$ cat src/ext_mem_pkg.sv
package ext_mem_pkg;

  // Register byte offsets on the Wishbone slave
  localparam logic [3:0] OFS_CTRL_A   = 4'h0;
  localparam logic [3:0] OFS_CTRL_B   = 4'h4;
  localparam logic [3:0] OFS_SPECIAL  = 4'h8;
  localparam logic [3:0] OFS_STATUS   = 4'hc;

  // Reset values
  localparam logic [7:0] CTRL_A_RST   = 8'h00;
  localparam logic [7:0] CTRL_B_RST   = 8'h00;
  localparam logic [7:0] SPECIAL_RST  = 8'h00;

  // system_control_a fields
  localparam int POS_EXT_BUS_ENABLE   = 7;
  localparam int POS_UPPER_WAIT_LO    = 6;
  // system_control_b fields
  localparam int POS_SECTOR_LIMIT_LO  = 4;
  localparam int POS_LOWER_WAIT_LO    = 2;
  localparam int POS_UPPER_WAIT_HI    = 1;
  // special_function_control fields
  localparam int POS_BUS_KEEPER       = 6;
  localparam int POS_HIGH_MASK_LO     = 3;

  // Address map of the external space
  localparam logic [15:0] EXT_BASE      = 16'h1100;
  localparam logic [15:0] SECTOR_STEP   = 16'h2000;
  localparam logic [15:0] INT_TOP_RST   = 16'h04ff;

  // Wait codes
  localparam logic [1:0] WAIT_NONE      = 2'h0;
  localparam logic [1:0] WAIT_ONE       = 2'h1;
  localparam logic [1:0] WAIT_TWO       = 2'h2;
  localparam logic [1:0] WAIT_TWO_HOLD  = 2'h3;

  typedef enum logic [2:0] {
    ST_IDLE   = 3'b000,
    ST_ADDR   = 3'b001,
    ST_LATCH  = 3'b010,
    ST_STROBE = 3'b011,
    ST_HOLD   = 3'b100,
    ST_TRAIL  = 3'b101
  } bus_state_e;

  // Core data-space request
  typedef struct packed {
    logic        we;
    logic [15:0] addr;
    logic [7:0]  wdata;
  } mem_req_s;

  // Port register view of one 8-bit port
  typedef struct packed {
    logic [7:0] out_val;
    logic [7:0] dir;
  } port_cfg_s;

endpackage : ext_mem_pkg

$ cat src/ext_mem_ctrl.sv
// Design decisions made here: the address map and the Wishbone interface to the registers.
`timescale 1ns/1ns
// Summary of operation
// - Muxed low address/data, high address, latch, strobes
// - Enabled interface overrides bus pin directions
// - Only external addresses get read/write strobe activity
// - Low address valid when latch strobe falls
// - Latch strobe low through whole data phase
// - Internal access never pulses read/write strobe
// - Disabled: port pins, no aliasing above boundary
// - Pull-ups where port output bit is one
// - Keeper holds last value while bus tri-stated
// - Four selectable wait-state settings
// - Lower and upper sectors, own wait settings
// - Trailing latch pulse only if next accesses memory
// - Enable bit 7 activates bus, clear disables
// - Upper wait split over two registers
// - Limit zero: all external space upper sector
// - Upper sector starts at k times 0x2000
// - Wait codes zero, one, two, two plus hold
// - Keeper enable independent of interface enable
// - High mask releases top address pins
module ext_mem_ctrl
  import ext_mem_pkg::*;
#(
  parameter logic [15:0] INT_TOP = INT_TOP_RST
) (
  // Clock and reset
  input  wire logic        clk_i,
  input  wire logic        rst_i,
  // Wishbone register slave
  input  wire logic        wb_cyc_i,
  input  wire logic        wb_stb_i,
  input  wire logic        wb_we_i,
  input  wire logic [3:0]  wb_adr_i,
  input  wire logic [3:0]  wb_sel_i,
  input  wire logic [31:0] wb_dat_i,
  output logic      [31:0] wb_dat_o,
  output logic             wb_ack_o,
  // Core data-space port
  input  wire logic        req_i,
  input  wire mem_req_s    req_data_i,
  input  wire logic        next_mem_i,
  output logic             done_o,
  output logic             ext_hit_o,
  output logic      [7:0]  rdata_o,
  // Port registers behind the bus pins
  input  wire port_cfg_s   port_ad_i,
  input  wire port_cfg_s   port_ah_i,
  // Multiplexed low address/data pins
  input  wire logic [7:0]  ad_i,
  output logic      [7:0]  ad_o,
  output logic      [7:0]  ad_oe_o,
  output logic      [7:0]  ad_pullup_o,
  output logic      [7:0]  ad_keep_val_o,
  output logic             ad_keep_en_o,
  // High address pins
  output logic      [7:0]  ah_o,
  output logic      [7:0]  ah_oe_o,
  // Control strobes
  output logic             ctrl_pins_en_o,
  output logic             ale_o,
  output logic             rd_n_o,
  output logic             wr_n_o
);

  if (INT_TOP >= EXT_BASE) begin : g_chk
    $error("INT_TOP must lie below the external base");
  end

  // Strobe cycles beyond the first for a wait code
  function automatic logic [1:0] strobe_extra(input logic [1:0] code);
    unique case (code)
      WAIT_NONE: strobe_extra = 2'h0;
      WAIT_ONE:  strobe_extra = 2'h1;
      WAIT_TWO:  strobe_extra = 2'h2;
      WAIT_TWO_HOLD: strobe_extra = 2'h2;
    endcase
  endfunction : strobe_extra

  logic [7:0] ctrl_a_q;
  logic [7:0] ctrl_b_q;
  logic [7:0] special_q;

  bus_state_e state_q;
  bus_state_e state_d;
  logic [1:0] wait_q;
  logic [1:0] code_q;
  logic       upper_q;
  logic       ext_q;
  mem_req_s   req_q;

  logic       enable;
  logic       keeper_en;
  logic [2:0] limit;
  logic [2:0] hmask;
  logic [1:0] upper_code;
  logic [1:0] lower_code;
  logic [15:0] upper_start;
  logic       is_ext;
  logic       is_upper;
  logic       strobe_last;
  logic       finish;
  logic       take;
  mem_req_s   cur_req;

  assign enable     = ctrl_a_q[POS_EXT_BUS_ENABLE];
  assign keeper_en  = special_q[POS_BUS_KEEPER];
  assign limit      = ctrl_b_q[POS_SECTOR_LIMIT_LO +: 3];
  assign hmask      = special_q[POS_HIGH_MASK_LO +: 3];
  assign upper_code = {ctrl_b_q[POS_UPPER_WAIT_HI],
                       ctrl_a_q[POS_UPPER_WAIT_LO]};
  assign lower_code = ctrl_b_q[POS_LOWER_WAIT_LO +: 2];

  // Upper start is k * 0x2000; k = 0 leaves no lower sector
  assign upper_start = {limit, 13'h0000};
  assign is_ext   = enable && (req_data_i.addr > INT_TOP);
  assign is_upper = (limit == 3'h0) ||
                    (req_data_i.addr >= upper_start);
  assign strobe_last = (wait_q == 2'h0);
  // Refused while done_o stands, so a held request is not taken twice
  assign take    = (state_q == ST_IDLE) && req_i && !done_o;
  // Launch cycle drives the address before req_q holds it
  assign cur_req = (state_q == ST_IDLE) ? req_data_i : req_q;

  // Wishbone slave
  always_ff @(posedge clk_i) begin
    if (rst_i) begin
      wb_ack_o <= 1'b0;
    end else begin
      wb_ack_o <= wb_cyc_i && wb_stb_i && !wb_ack_o;
    end
  end

  always_ff @(posedge clk_i) begin
    if (rst_i) begin
      ctrl_a_q  <= CTRL_A_RST;
      ctrl_b_q  <= CTRL_B_RST;
      special_q <= SPECIAL_RST;
    end else if (wb_cyc_i && wb_stb_i && wb_ack_o && wb_we_i &&
                 wb_sel_i[0]) begin
      unique case (wb_adr_i)
        OFS_CTRL_A:  ctrl_a_q  <= wb_dat_i[7:0];
        OFS_CTRL_B:  ctrl_b_q  <= wb_dat_i[7:0];
        OFS_SPECIAL: special_q <= wb_dat_i[7:0];
        default: ;
      endcase
    end
  end

  always_ff @(posedge clk_i) begin
    if (rst_i) begin
      wb_dat_o <= 32'h0000_0000;
    end else if (wb_cyc_i && wb_stb_i && !wb_ack_o) begin
      unique case (wb_adr_i)
        OFS_CTRL_A:  wb_dat_o <= {24'h00_0000, ctrl_a_q};
        OFS_CTRL_B:  wb_dat_o <= {24'h00_0000, ctrl_b_q};
        OFS_SPECIAL: wb_dat_o <= {24'h00_0000, special_q};
        OFS_STATUS:  wb_dat_o <= {24'h00_0000, ext_q, upper_q,
                                  code_q, 1'b0, state_q};
        default:     wb_dat_o <= 32'h0000_0000;
      endcase
    end
  end

  // Access sequencer
  always_comb begin
    state_d = state_q;
    finish  = 1'b0;
    unique case (state_q)
      ST_IDLE: begin
        if (take) begin
          if (enable) begin
            state_d = ST_ADDR;
          end else begin
            finish = 1'b1;
          end
        end
      end
      ST_ADDR: begin
        state_d = ST_LATCH;
      end
      ST_LATCH: begin
        if (ext_q) begin
          state_d = ST_STROBE;
        end else begin
          finish  = 1'b1;
          state_d = next_mem_i ? ST_TRAIL : ST_IDLE;
        end
      end
      ST_STROBE: begin
        if (strobe_last) begin
          if (code_q == WAIT_TWO_HOLD) begin
            state_d = ST_HOLD;
          end else begin
            finish  = 1'b1;
            state_d = next_mem_i ? ST_TRAIL : ST_IDLE;
          end
        end
      end
      ST_HOLD: begin
        finish  = 1'b1;
        state_d = next_mem_i ? ST_TRAIL : ST_IDLE;
      end
      ST_TRAIL: begin
        state_d = ST_IDLE;
      end
      default: begin
        state_d = ST_IDLE;
      end
    endcase
  end

  always_ff @(posedge clk_i) begin
    if (rst_i) begin
      state_q <= ST_IDLE;
    end else begin
      state_q <= state_d;
    end
  end

  // Request capture, sector and wait code decided before strobe
  always_ff @(posedge clk_i) begin
    if (rst_i) begin
      req_q   <= '0;
      ext_q   <= 1'b0;
      upper_q <= 1'b0;
      code_q  <= WAIT_NONE;
    end else if (take) begin
      req_q   <= req_data_i;
      ext_q   <= is_ext;
      upper_q <= is_upper;
      code_q  <= is_upper ? upper_code : lower_code;
    end
  end

  always_ff @(posedge clk_i) begin
    if (rst_i) begin
      wait_q <= 2'h0;
    end else if (state_q == ST_LATCH) begin
      wait_q <= strobe_extra(code_q);
    end else if (state_q == ST_STROBE && !strobe_last) begin
      wait_q <= wait_q - 2'h1;
    end
  end

  // Core answer
  always_ff @(posedge clk_i) begin
    if (rst_i) begin
      done_o    <= 1'b0;
      ext_hit_o <= 1'b0;
      rdata_o   <= 8'h00;
    end else begin
      done_o <= finish;
      if (finish) begin
        ext_hit_o <= (state_q != ST_IDLE) && ext_q;
      end
      // Data sampled at the last strobe cycle, before rising edge
      if (state_q == ST_STROBE && strobe_last && !req_q.we) begin
        rdata_o <= ad_i;
      end else if (take && !enable) begin
        rdata_o <= 8'h00;
      end
    end
  end

  // Strobes from the next state so they leave flops directly
  always_ff @(posedge clk_i) begin
    if (rst_i) begin
      ale_o  <= 1'b0;
      rd_n_o <= 1'b1;
      wr_n_o <= 1'b1;
    end else begin
      ale_o  <= enable && (state_d == ST_ADDR ||
                           state_d == ST_TRAIL);
      rd_n_o <= !(state_d == ST_STROBE && !req_q.we);
      wr_n_o <= !(state_d == ST_STROBE && req_q.we);
    end
  end

  // Pin muxing between interface and port
  logic [7:0] ad_bus_val;
  logic       ad_bus_drv;
  logic [7:0] ah_own;
  logic [3:0] released;

  always_comb begin
    ad_bus_drv = 1'b0;
    ad_bus_val = ad_o;
    unique case (state_d)
      ST_ADDR, ST_LATCH: begin
        ad_bus_drv = 1'b1;
        ad_bus_val = cur_req.addr[7:0];
      end
      ST_STROBE, ST_HOLD: begin
        ad_bus_drv = req_q.we;
        ad_bus_val = req_q.wdata;
      end
      default: ;
    endcase
  end

  // Mask code m releases m top pins, 111 releases all eight
  assign released = (hmask == 3'h7) ? 4'h8 : {1'b0, hmask};
  assign ah_own   = 8'hff >> released;

  always_ff @(posedge clk_i) begin
    if (rst_i) begin
      ad_o           <= 8'h00;
      ad_oe_o        <= 8'h00;
      ah_o           <= 8'h00;
      ah_oe_o        <= 8'h00;
      ctrl_pins_en_o <= 1'b0;
    end else begin
      ctrl_pins_en_o <= enable;
      if (enable) begin
        ad_o    <= ad_bus_val;
        ad_oe_o <= {8{ad_bus_drv}};
        ah_o    <= (cur_req.addr[15:8] & ah_own) |
                   (port_ah_i.out_val & ~ah_own);
        ah_oe_o <= ah_own | (port_ah_i.dir & ~ah_own);
      end else begin
        ad_o    <= port_ad_i.out_val;
        ad_oe_o <= port_ad_i.dir;
        ah_o    <= port_ah_i.out_val;
        ah_oe_o <= port_ah_i.dir;
      end
    end
  end

  // Pull-ups follow port output bits on undriven lines
  always_ff @(posedge clk_i) begin
    if (rst_i) begin
      ad_pullup_o <= 8'h00;
    end else if (enable) begin
      ad_pullup_o <= port_ad_i.out_val & ~{8{ad_bus_drv}};
    end else begin
      ad_pullup_o <= port_ad_i.out_val & ~port_ad_i.dir;
    end
  end

  // Keeper: not gated by the interface enable
  always_ff @(posedge clk_i) begin
    if (rst_i) begin
      ad_keep_val_o <= 8'h00;
      ad_keep_en_o  <= 1'b0;
    end else begin
      ad_keep_en_o <= keeper_en &&
                      (enable ? !ad_bus_drv : 1'b1);
      if (ad_oe_o != 8'h00) begin
        ad_keep_val_o <= (ad_o & ad_oe_o) |
                         (ad_keep_val_o & ~ad_oe_o);
      end else begin
        ad_keep_val_o <= ad_keep_val_o;
      end
    end
  end

endmodule : ext_mem_ctrl

$ cat config.mk
export PLATFORM = sky130hd
export DESIGN_NAME = ext_mem_ctrl
export DESIGN_NICKNAME = d
export VERILOG_FILES = /design/src/ext_mem_pkg.sv /design/src/ext_mem_ctrl.sv
export SDC_FILE = /design/constraint.sdc
export NUM_CORES = 1
export LEC_CHECK = 0
export ABC_AREA = 0
export CELL_PAD_IN_SITES_DETAIL_PLACEMENT = 1
export CELL_PAD_IN_SITES_GLOBAL_PLACEMENT = 1
export CORE_MARGIN = 2
export CORE_UTILIZATION = 25
export DETAILED_ROUTE_END_ITERATION = 10
export DONT_BUFFER_PORTS = 1
export MAX_ROUTING_LAYER = met4
export PLACE_DENSITY = 0.53
export SYNTH_ARGS = -nofsm -noshare
export SYNTH_HDL_FRONTEND = slang
export SYNTH_SLANG_ARGS = --single-unit
$ cat constraint.sdc
create_clock -name clk_i -period 3.6 [get_ports clk_i]
set_input_delay 0.36 -clock clk_i [delete_from_list [all_inputs] [get_ports clk_i]]
set_output_delay 0.36 -clock clk_i [all_outputs]
set_load 0.03 [all_outputs]
# After elaboration in Yosys (flattened, before gate mapping)
# Index checks and enable logic that the tools add are counted.
classes:
  n_shift: 1
  n_eq_ne: 17
  n_mux: 30
  order_cmp: 2
  n_reduce_logical: 42
  bitwise_logic: 14
  add_sub_neg: 1
op_table:
  columns: ["op", "count"]
  rows:
  - ["8-bit bitwise AND", 7]
  - ["8-bit two-way mux", 7]
  - ["8-bit NOT", 4]
  - ["8-bit one-hot mux with 4 select lines", 1]
  - ["24-bit two-way mux", 1]
  - ["8-bit bitwise OR", 3]
  - ["3-bit two-way mux", 6]
  - ["1-bit logical AND", 17]
  - ["16-bit >= comparator", 1]
  - ["16-bit by 11-bit greater-than comparator with 1-bit output, second input constant", 1]
  - ["8-bit one-hot mux with 2 select lines", 1]
  - ["3-bit one-hot mux with 5 select lines", 1]
  - ["3-bit by 2-bit == test with 1-bit output, second input constant", 4]
  - ["3-bit == test, second input constant", 4]
  - ["4-bit == test, second input constant", 2]
  - ["1-bit logical NOT", 8]
  - ["8-bit nonzero test", 1]
  - ["8-bit by 4-bit right shift with 8-bit output, first input constant", 1]
  - ["3-bit by 1-bit == test with 1-bit output, second input constant", 2]
  - ["3-bit logical NOT", 2]
  - ["1-bit two-way mux", 6]
  - ["2-bit two-way mux", 3]
  - ["2-bit one-hot mux with 3 select lines", 1]
  - ["2-bit AND reduction", 3]
  - ["other kinds (14)", 20]
word_totals:
  in_bits: 112
  out_inout_bits: 96
  ff_bits: 154
  elab_cells: 134

# Logic depth before layout (Yosys ltp)
logic_depth:
  ltp_word: 11
  ltp_mapped: 8
  ltp_nobuf: 8

# Worst setup path before layout
# OpenSTA, ideal clock, no wires.
synth_timing:
  path_kind: "register to register"
  startpoint: "register wait_q[0]"
  endpoint: "register ad_o[0]"
  arrival_ps: 1790
  path_buffers: 0
  setup_ps: 122
  stages_incl_launch_ff: 8
  required_time_ps: 3478
  setup_slack_ps: 1689
  cell_sequence: "dfxtp_1 > inv_1 > ha_1 > and4b_1 > a31oi_4 > nand3_2 > o311a_4 > a221o_1"
synth_via:
  elab_chain_cells: 7
  word_cells_on_any_way: 12
  cone_classes: "5 x eq/ne; 4 x mux; 3 x reduce/logical"
synth_lines:
  columns: ["element", "line_no", "rtl"]
  rows:
  - ["from (decl)", "ext_mem_ctrl.sv:87", "logic [1:0] wait_q;"]
  - ["from (signal assigned)", "ext_mem_ctrl.sv:241", "wait_q <= strobe_extra(code_q);"]
  - ["from (signal assigned)", "ext_mem_ctrl.sv:243", "wait_q <= wait_q - 2'h1;"]
  - ["2-bit logical NOT *", "ext_mem_ctrl.sv:120", "assign strobe_last = (wait_q == 2'h0);"]
  - ["3-bit two-way mux *", "ext_mem_ctrl.sv:192", "if (strobe_last) begin"]
  - ["3-bit one-hot mux with 5 select lines *", "ext_mem_ctrl.sv:170", "unique case (state_q)"]
  - ["3-bit by 2-bit == test with 1-bit output, or another cell as far along", "ext_mem_ctrl.sv:290", "unique case (state_d)"]
  - ["2-bit OR reduction", "ext_mem_ctrl.sv:290", null]
  - ["8-bit one-hot mux with 2 select lines", "ext_mem_ctrl.sv:290", null]
  - ["8-bit two-way mux", "ext_mem_ctrl.sv:316", "if (enable) begin"]
  - ["to (signal assigned)", "ext_mem_ctrl.sv:317", "ad_o <= ad_bus_val;"]
  - ["to (signal assigned)", "ext_mem_ctrl.sv:323", "ad_o <= port_ad_i.out_val;"]
  - ["to (decl)", "ext_mem_ctrl.sv:52", "output logic [7:0] ad_o,"]
# Every way passes the cells marked *; elsewhere a longest branch is shown, timed or not.
# A chain may end at the register's enable or synchronous reset.

# Worst setup path after layout
layout_timing:
  startpoint: "register state_q[2]"
  endpoint: "register ad_oe_o[0]"
layout_via:
  elab_chain_cells: 9
  word_cells_on_any_way: 19
  cone_classes: "8 x eq/ne; 6 x mux; 5 x reduce/logical"
layout_lines:
  columns: ["element", "line_no", "rtl"]
  rows:
  - ["from (decl)", "ext_mem_ctrl.sv:85", "bus_state_e state_q;"]
  - ["from (signal assigned)", "ext_mem_ctrl.sv:218", "state_q <= state_d;"]
  - ["3-bit logical NOT", "ext_mem_ctrl.sv:122, ext_mem_ctrl.sv:170", null]
  - ["1-bit logical AND (2 in a row)", "ext_mem_ctrl.sv:122", "assign take = (state_q == ST_IDLE) && req_i && !done_o;"]
  - ["3-bit two-way mux", "ext_mem_ctrl.sv:172", "if (take) begin"]
  - ["3-bit one-hot mux with 5 select lines *", "ext_mem_ctrl.sv:170", null]
  - ["3-bit by 2-bit == test with 1-bit output, or another cell as far along", "ext_mem_ctrl.sv:290", null]
  - ["2-bit OR reduction", "ext_mem_ctrl.sv:290", null]
  - ["1-bit one-hot mux with 2 select lines *", "ext_mem_ctrl.sv:290", null]
  - ["8-bit two-way mux *", "ext_mem_ctrl.sv:316", null]
  - ["to (signal assigned)", "ext_mem_ctrl.sv:318", "ad_oe_o <= {8{ad_bus_drv}};"]
  - ["to (signal assigned)", "ext_mem_ctrl.sv:324", "ad_oe_o <= port_ad_i.dir;"]
  - ["to (decl)", "ext_mem_ctrl.sv:53", "output logic [7:0] ad_oe_o,"]
# Marked as above.

==> results.sh <==
export IMPL_firstDrtPassIters=4
export IMPL_die_area_um2=24100
export IMPL_dpl_hpwl_mm=12.9
export IMPL_cts_made_buffers=17
export IMPL_die_h_um=155
export IMPL_rr_endpoint="ad_oe_o[0]"
export IMPL_num_antenna_cells=0
export IMPL_io_buffers=0
export IMPL_gp_congestion=0.758
export IMPL_async_reset_ff_share_pct=0
export IMPL_vias=4573
export IMPL_vdd_drop_max_mv=0.235
export IMPL_grt_ovfl_total=0
export IMPL_synth_seq_cells=130
export IMPL_whs_endpoint="special_q[4]"
export IMPL_synth_commonest_cells="dfxtp_1 (130), nor2_1 (87), nand2_1 (73)"
export IMPL_synth_top_area_cell="dfxtp_1"
export IMPL_outcome="completed"
export IMPL_synth_distinct_cells=52
export IMPL_cp_data_required_time_ns=3.87
export IMPL_die_x_um=155
export IMPL_p_sw_share_pct=23.5
export IMPL_clk_latency_ns=0.42
export IMPL_grt_pass1_wl_mm=27.1
export IMPL_slew_viol_final=0
export IMPL_routed_wirelength_mm=18.0
export IMPL_rsz0062_at_grt="no"
export IMPL_tightest_slew_ns=1.18
export IMPL_numPlacedInstances=900
export IMPL_synth_edff_count=0
export IMPL_combinationalPowerShare_pct=4.6
export IMPL_wl_per_cell_um=19.3
export IMPL_fmax_ghz=0.318
export IMPL_min_path_cells=1
export IMPL_layout_setup_ws_ns=0.454
export IMPL_final_util_pct=29.1
export IMPL_yosys_area_top_type_share_pct=45.4
export IMPL_worstHoldStart="rst_i"
export IMPL_drtIter0Drc=193
export IMPL_core_area_um2=22600
export IMPL_grt_max_degree=101
export IMPL_yosysWarnings=0
export IMPL_r2r_cells=5
export IMPL_rows=55
export IMPL_power_density_nw_per_um2=570
export IMPL_clock_sinks=130
export IMPL_grt_pass1_vias=4778
export IMPL_nNetsFinal=753
export IMPL_cp_start_kind="flip-flop"
export IMPL_grtUsageTotal_pct=15.2
export IMPL_worstPathArrival_ns=3.42
export IMPL_power_switching_mw=0.878
export IMPL_synth_cells=646
export IMPL_synth_most_common_cell="dfxtp_1"
export IMPL_io_pins=208
export IMPL_finalSetupViolCount=0
export IMPL_area_delta_synth_final_pct=14.6
export IMPL_route_detailed_drc=0
export IMPL_vias_per_cell=4.89
export IMPL_antenna_found_initial=0
export IMPL_cts_max_level=4
export IMPL_cts_tree="yes"
export IMPL_worstSetupPathType="flip-flop to flip-flop"
export IMPL_postCtsSetupBuffers=0
export IMPL_r2r_start="state_q[2]"
export IMPL_clkPwrFrac_pct=53.0
export IMPL_final_instance_count_excl_fill=935
export IMPL_end_kind="flip-flop"
export IMPL_intPower_mw=2.87
export IMPL_initial_utilization_pct=25.4
export IMPL_min_path_type="input pin to flip-flop"
export IMPL_worst_path_max_fanout=13
export IMPL_path_clk_slew_ns=0.06
export IMPL_p_seq_share_pct=42.4
export IMPL_clockBufferDepth=2
export IMPL_synth_ff_type="dfxtp_1"
export IMPL_ant_nets=0
export IMPL_finalCritPeriodShare_pct=87.4
export IMPL_final_setup_tns_ns=0
export IMPL_period_needed_ns=3.15
export IMPL_cts_root_buffer="clkbuf_16"
export IMPL_p_leak_nw=2.65
export IMPL_ys_seq_area_share_pct=45.4
export IMPL_drv_cap=0
export IMPL_r2r_slack_ns=0.45
export IMPL_hold_viol=0
export IMPL_syn_mean_instance_area_um2=8.87
export IMPL_synth_area_leaders="dfxtp_1 (45%), mux2i_1 (10%), nor2_1 (5.7%)"
export IMPL_syn_area_um2=5730
export IMPL_place_worst_setup_slack_ns=0.448
export IMPL_finClkSkew_ns=0.00828
export IMPL_relSlewSlack_pct=20.8
export IMPL_final_layout_size_suffix_gt1_share_pct=9.38
critical path: stages, from the launching register on:
cell and delay [ns]:
dfxtp_1 0.57, and4bb_1 0.43, a31oi_1 0.93, nand4_2 0.32, a311oi_4 0.64, a211oi_1 0.11
worst max-delay path by stage:
stage | cells after the start | start | to
6_report | 5 | state_q[2] | ad_oe_o[0]
5_1_grt | 5 | state_q[2] | ad_oe_o[0]
4_1_cts | 5 | state_q[2] | ad_oe_o[0]
3_5_place_dp | 5 | state_q[2] | ad_oe_o[0]
3_3_place_gp | 5 | state_q[2] | ad_oe_o[7]
2_1_floorplan | 7 | wait_q[0] | ad_o[0]
registers in the layout, summed over array words and instances, names as in the netlist, 2 cells and up, named ones only:
register	count
ad_o	8
ctrl_a_q	8
ah_oe_o	8
ad_pullup_o	8
code_q	2
rdata_o	8
req_q	25
ctrl_b_q	8
ad_oe_o	8
ah_o	8
special_q	8
state_q	3
wait_q	2
wb_dat_o	8
cell usage in the layout (no fill, tap or decap), types with 4 or more instances in the layout:
| cell type | count |
|---|---|
| and2_1 | 9 |
| nor4_1 | 10 |
| nand2_1 | 73 |
| o21ai_0 | 23 |
| o221ai_1 | 7 |
| mux2_2 | 10 |
| nor2b_1 | 4 |
| nor3_1 | 7 |
| conb_1 | 24 |
| a21oi_1 | 61 |
| buf_4 | 6 |
| mux2i_1 | 57 |
| clkbuf_16 | 17 |
| a211oi_1 | 16 |
| bufinv_16 | 6 |
| inv_1 | 24 |
| ha_1 | 4 |
| nand3_1 | 17 |
| dfxtp_1 | 130 |
| nor2_1 | 87 |
| a221o_1 | 8 |
layer usage:
layer / track usage (%) / vias up / wire (um)
met5: - / - / 0
met4: 3.67 / 0 / 128
met1: 17.7 / 2235 / 7750
met2: 24.9 / 144 / 8810
li1: - / 2186 / -
met3: 5.54 / 8 / 1320
power by group through the flow:
stage	sequential [mW]	clock, mW	combinational, mW
after floorplan	1.61	0	0.177
final	1.59	1.98	0.172
after detailed placement	1.62	0	0.168
after CTS	1.59	2.03	0.171
after global placement	1.62	0	0.160
after global routing	1.60	2.11	0.192
metrics by stage:
stage	power [mW]	hold WS, ns	instance area, um^2
after floorplan	1.78	0.418	5820
after global placement	1.78	0.436	5860
after detailed placement	1.79	0.442	5860
after CTS	3.79	0.000178	6550
after global routing	3.90	0.00952	6570
final	3.75	0.0444	6570
final cells by class:
| type | count | area, um^2 |
|---|---|---|
| well taps | 285 | 357 |
| clock buffers | 19 | 443 |
| clock inverters | 13 | 230 |
| repair buffers | 9 | 75.1 |
| multi-input cells | 455 | 2770 |
| flip-flops and latches | 130 | 2600 |
| inverters | 24 | 90.1 |
| fillers | 2593 | 16000 |
cells by family after synthesis:
kind of cell	after synthesis	share of synthesized area [%]
and+or+nand+nor	228	18.5
AOI/OAI and AO/OA	130	15.2
DFF	130	45.4
buffers and inverters	84	7.73
muxes	67	11.9
adders and majority gates	4	0.874
xor gates and xnor gates	2	0.306
other	1	0.0655
timing repair:
item / CTS / global route
hold buffers: 1 / 2
endpoints found under the hold margin: 9 / 3
resized for setup: 0 / 0
(Power assumes the default switching activity.)
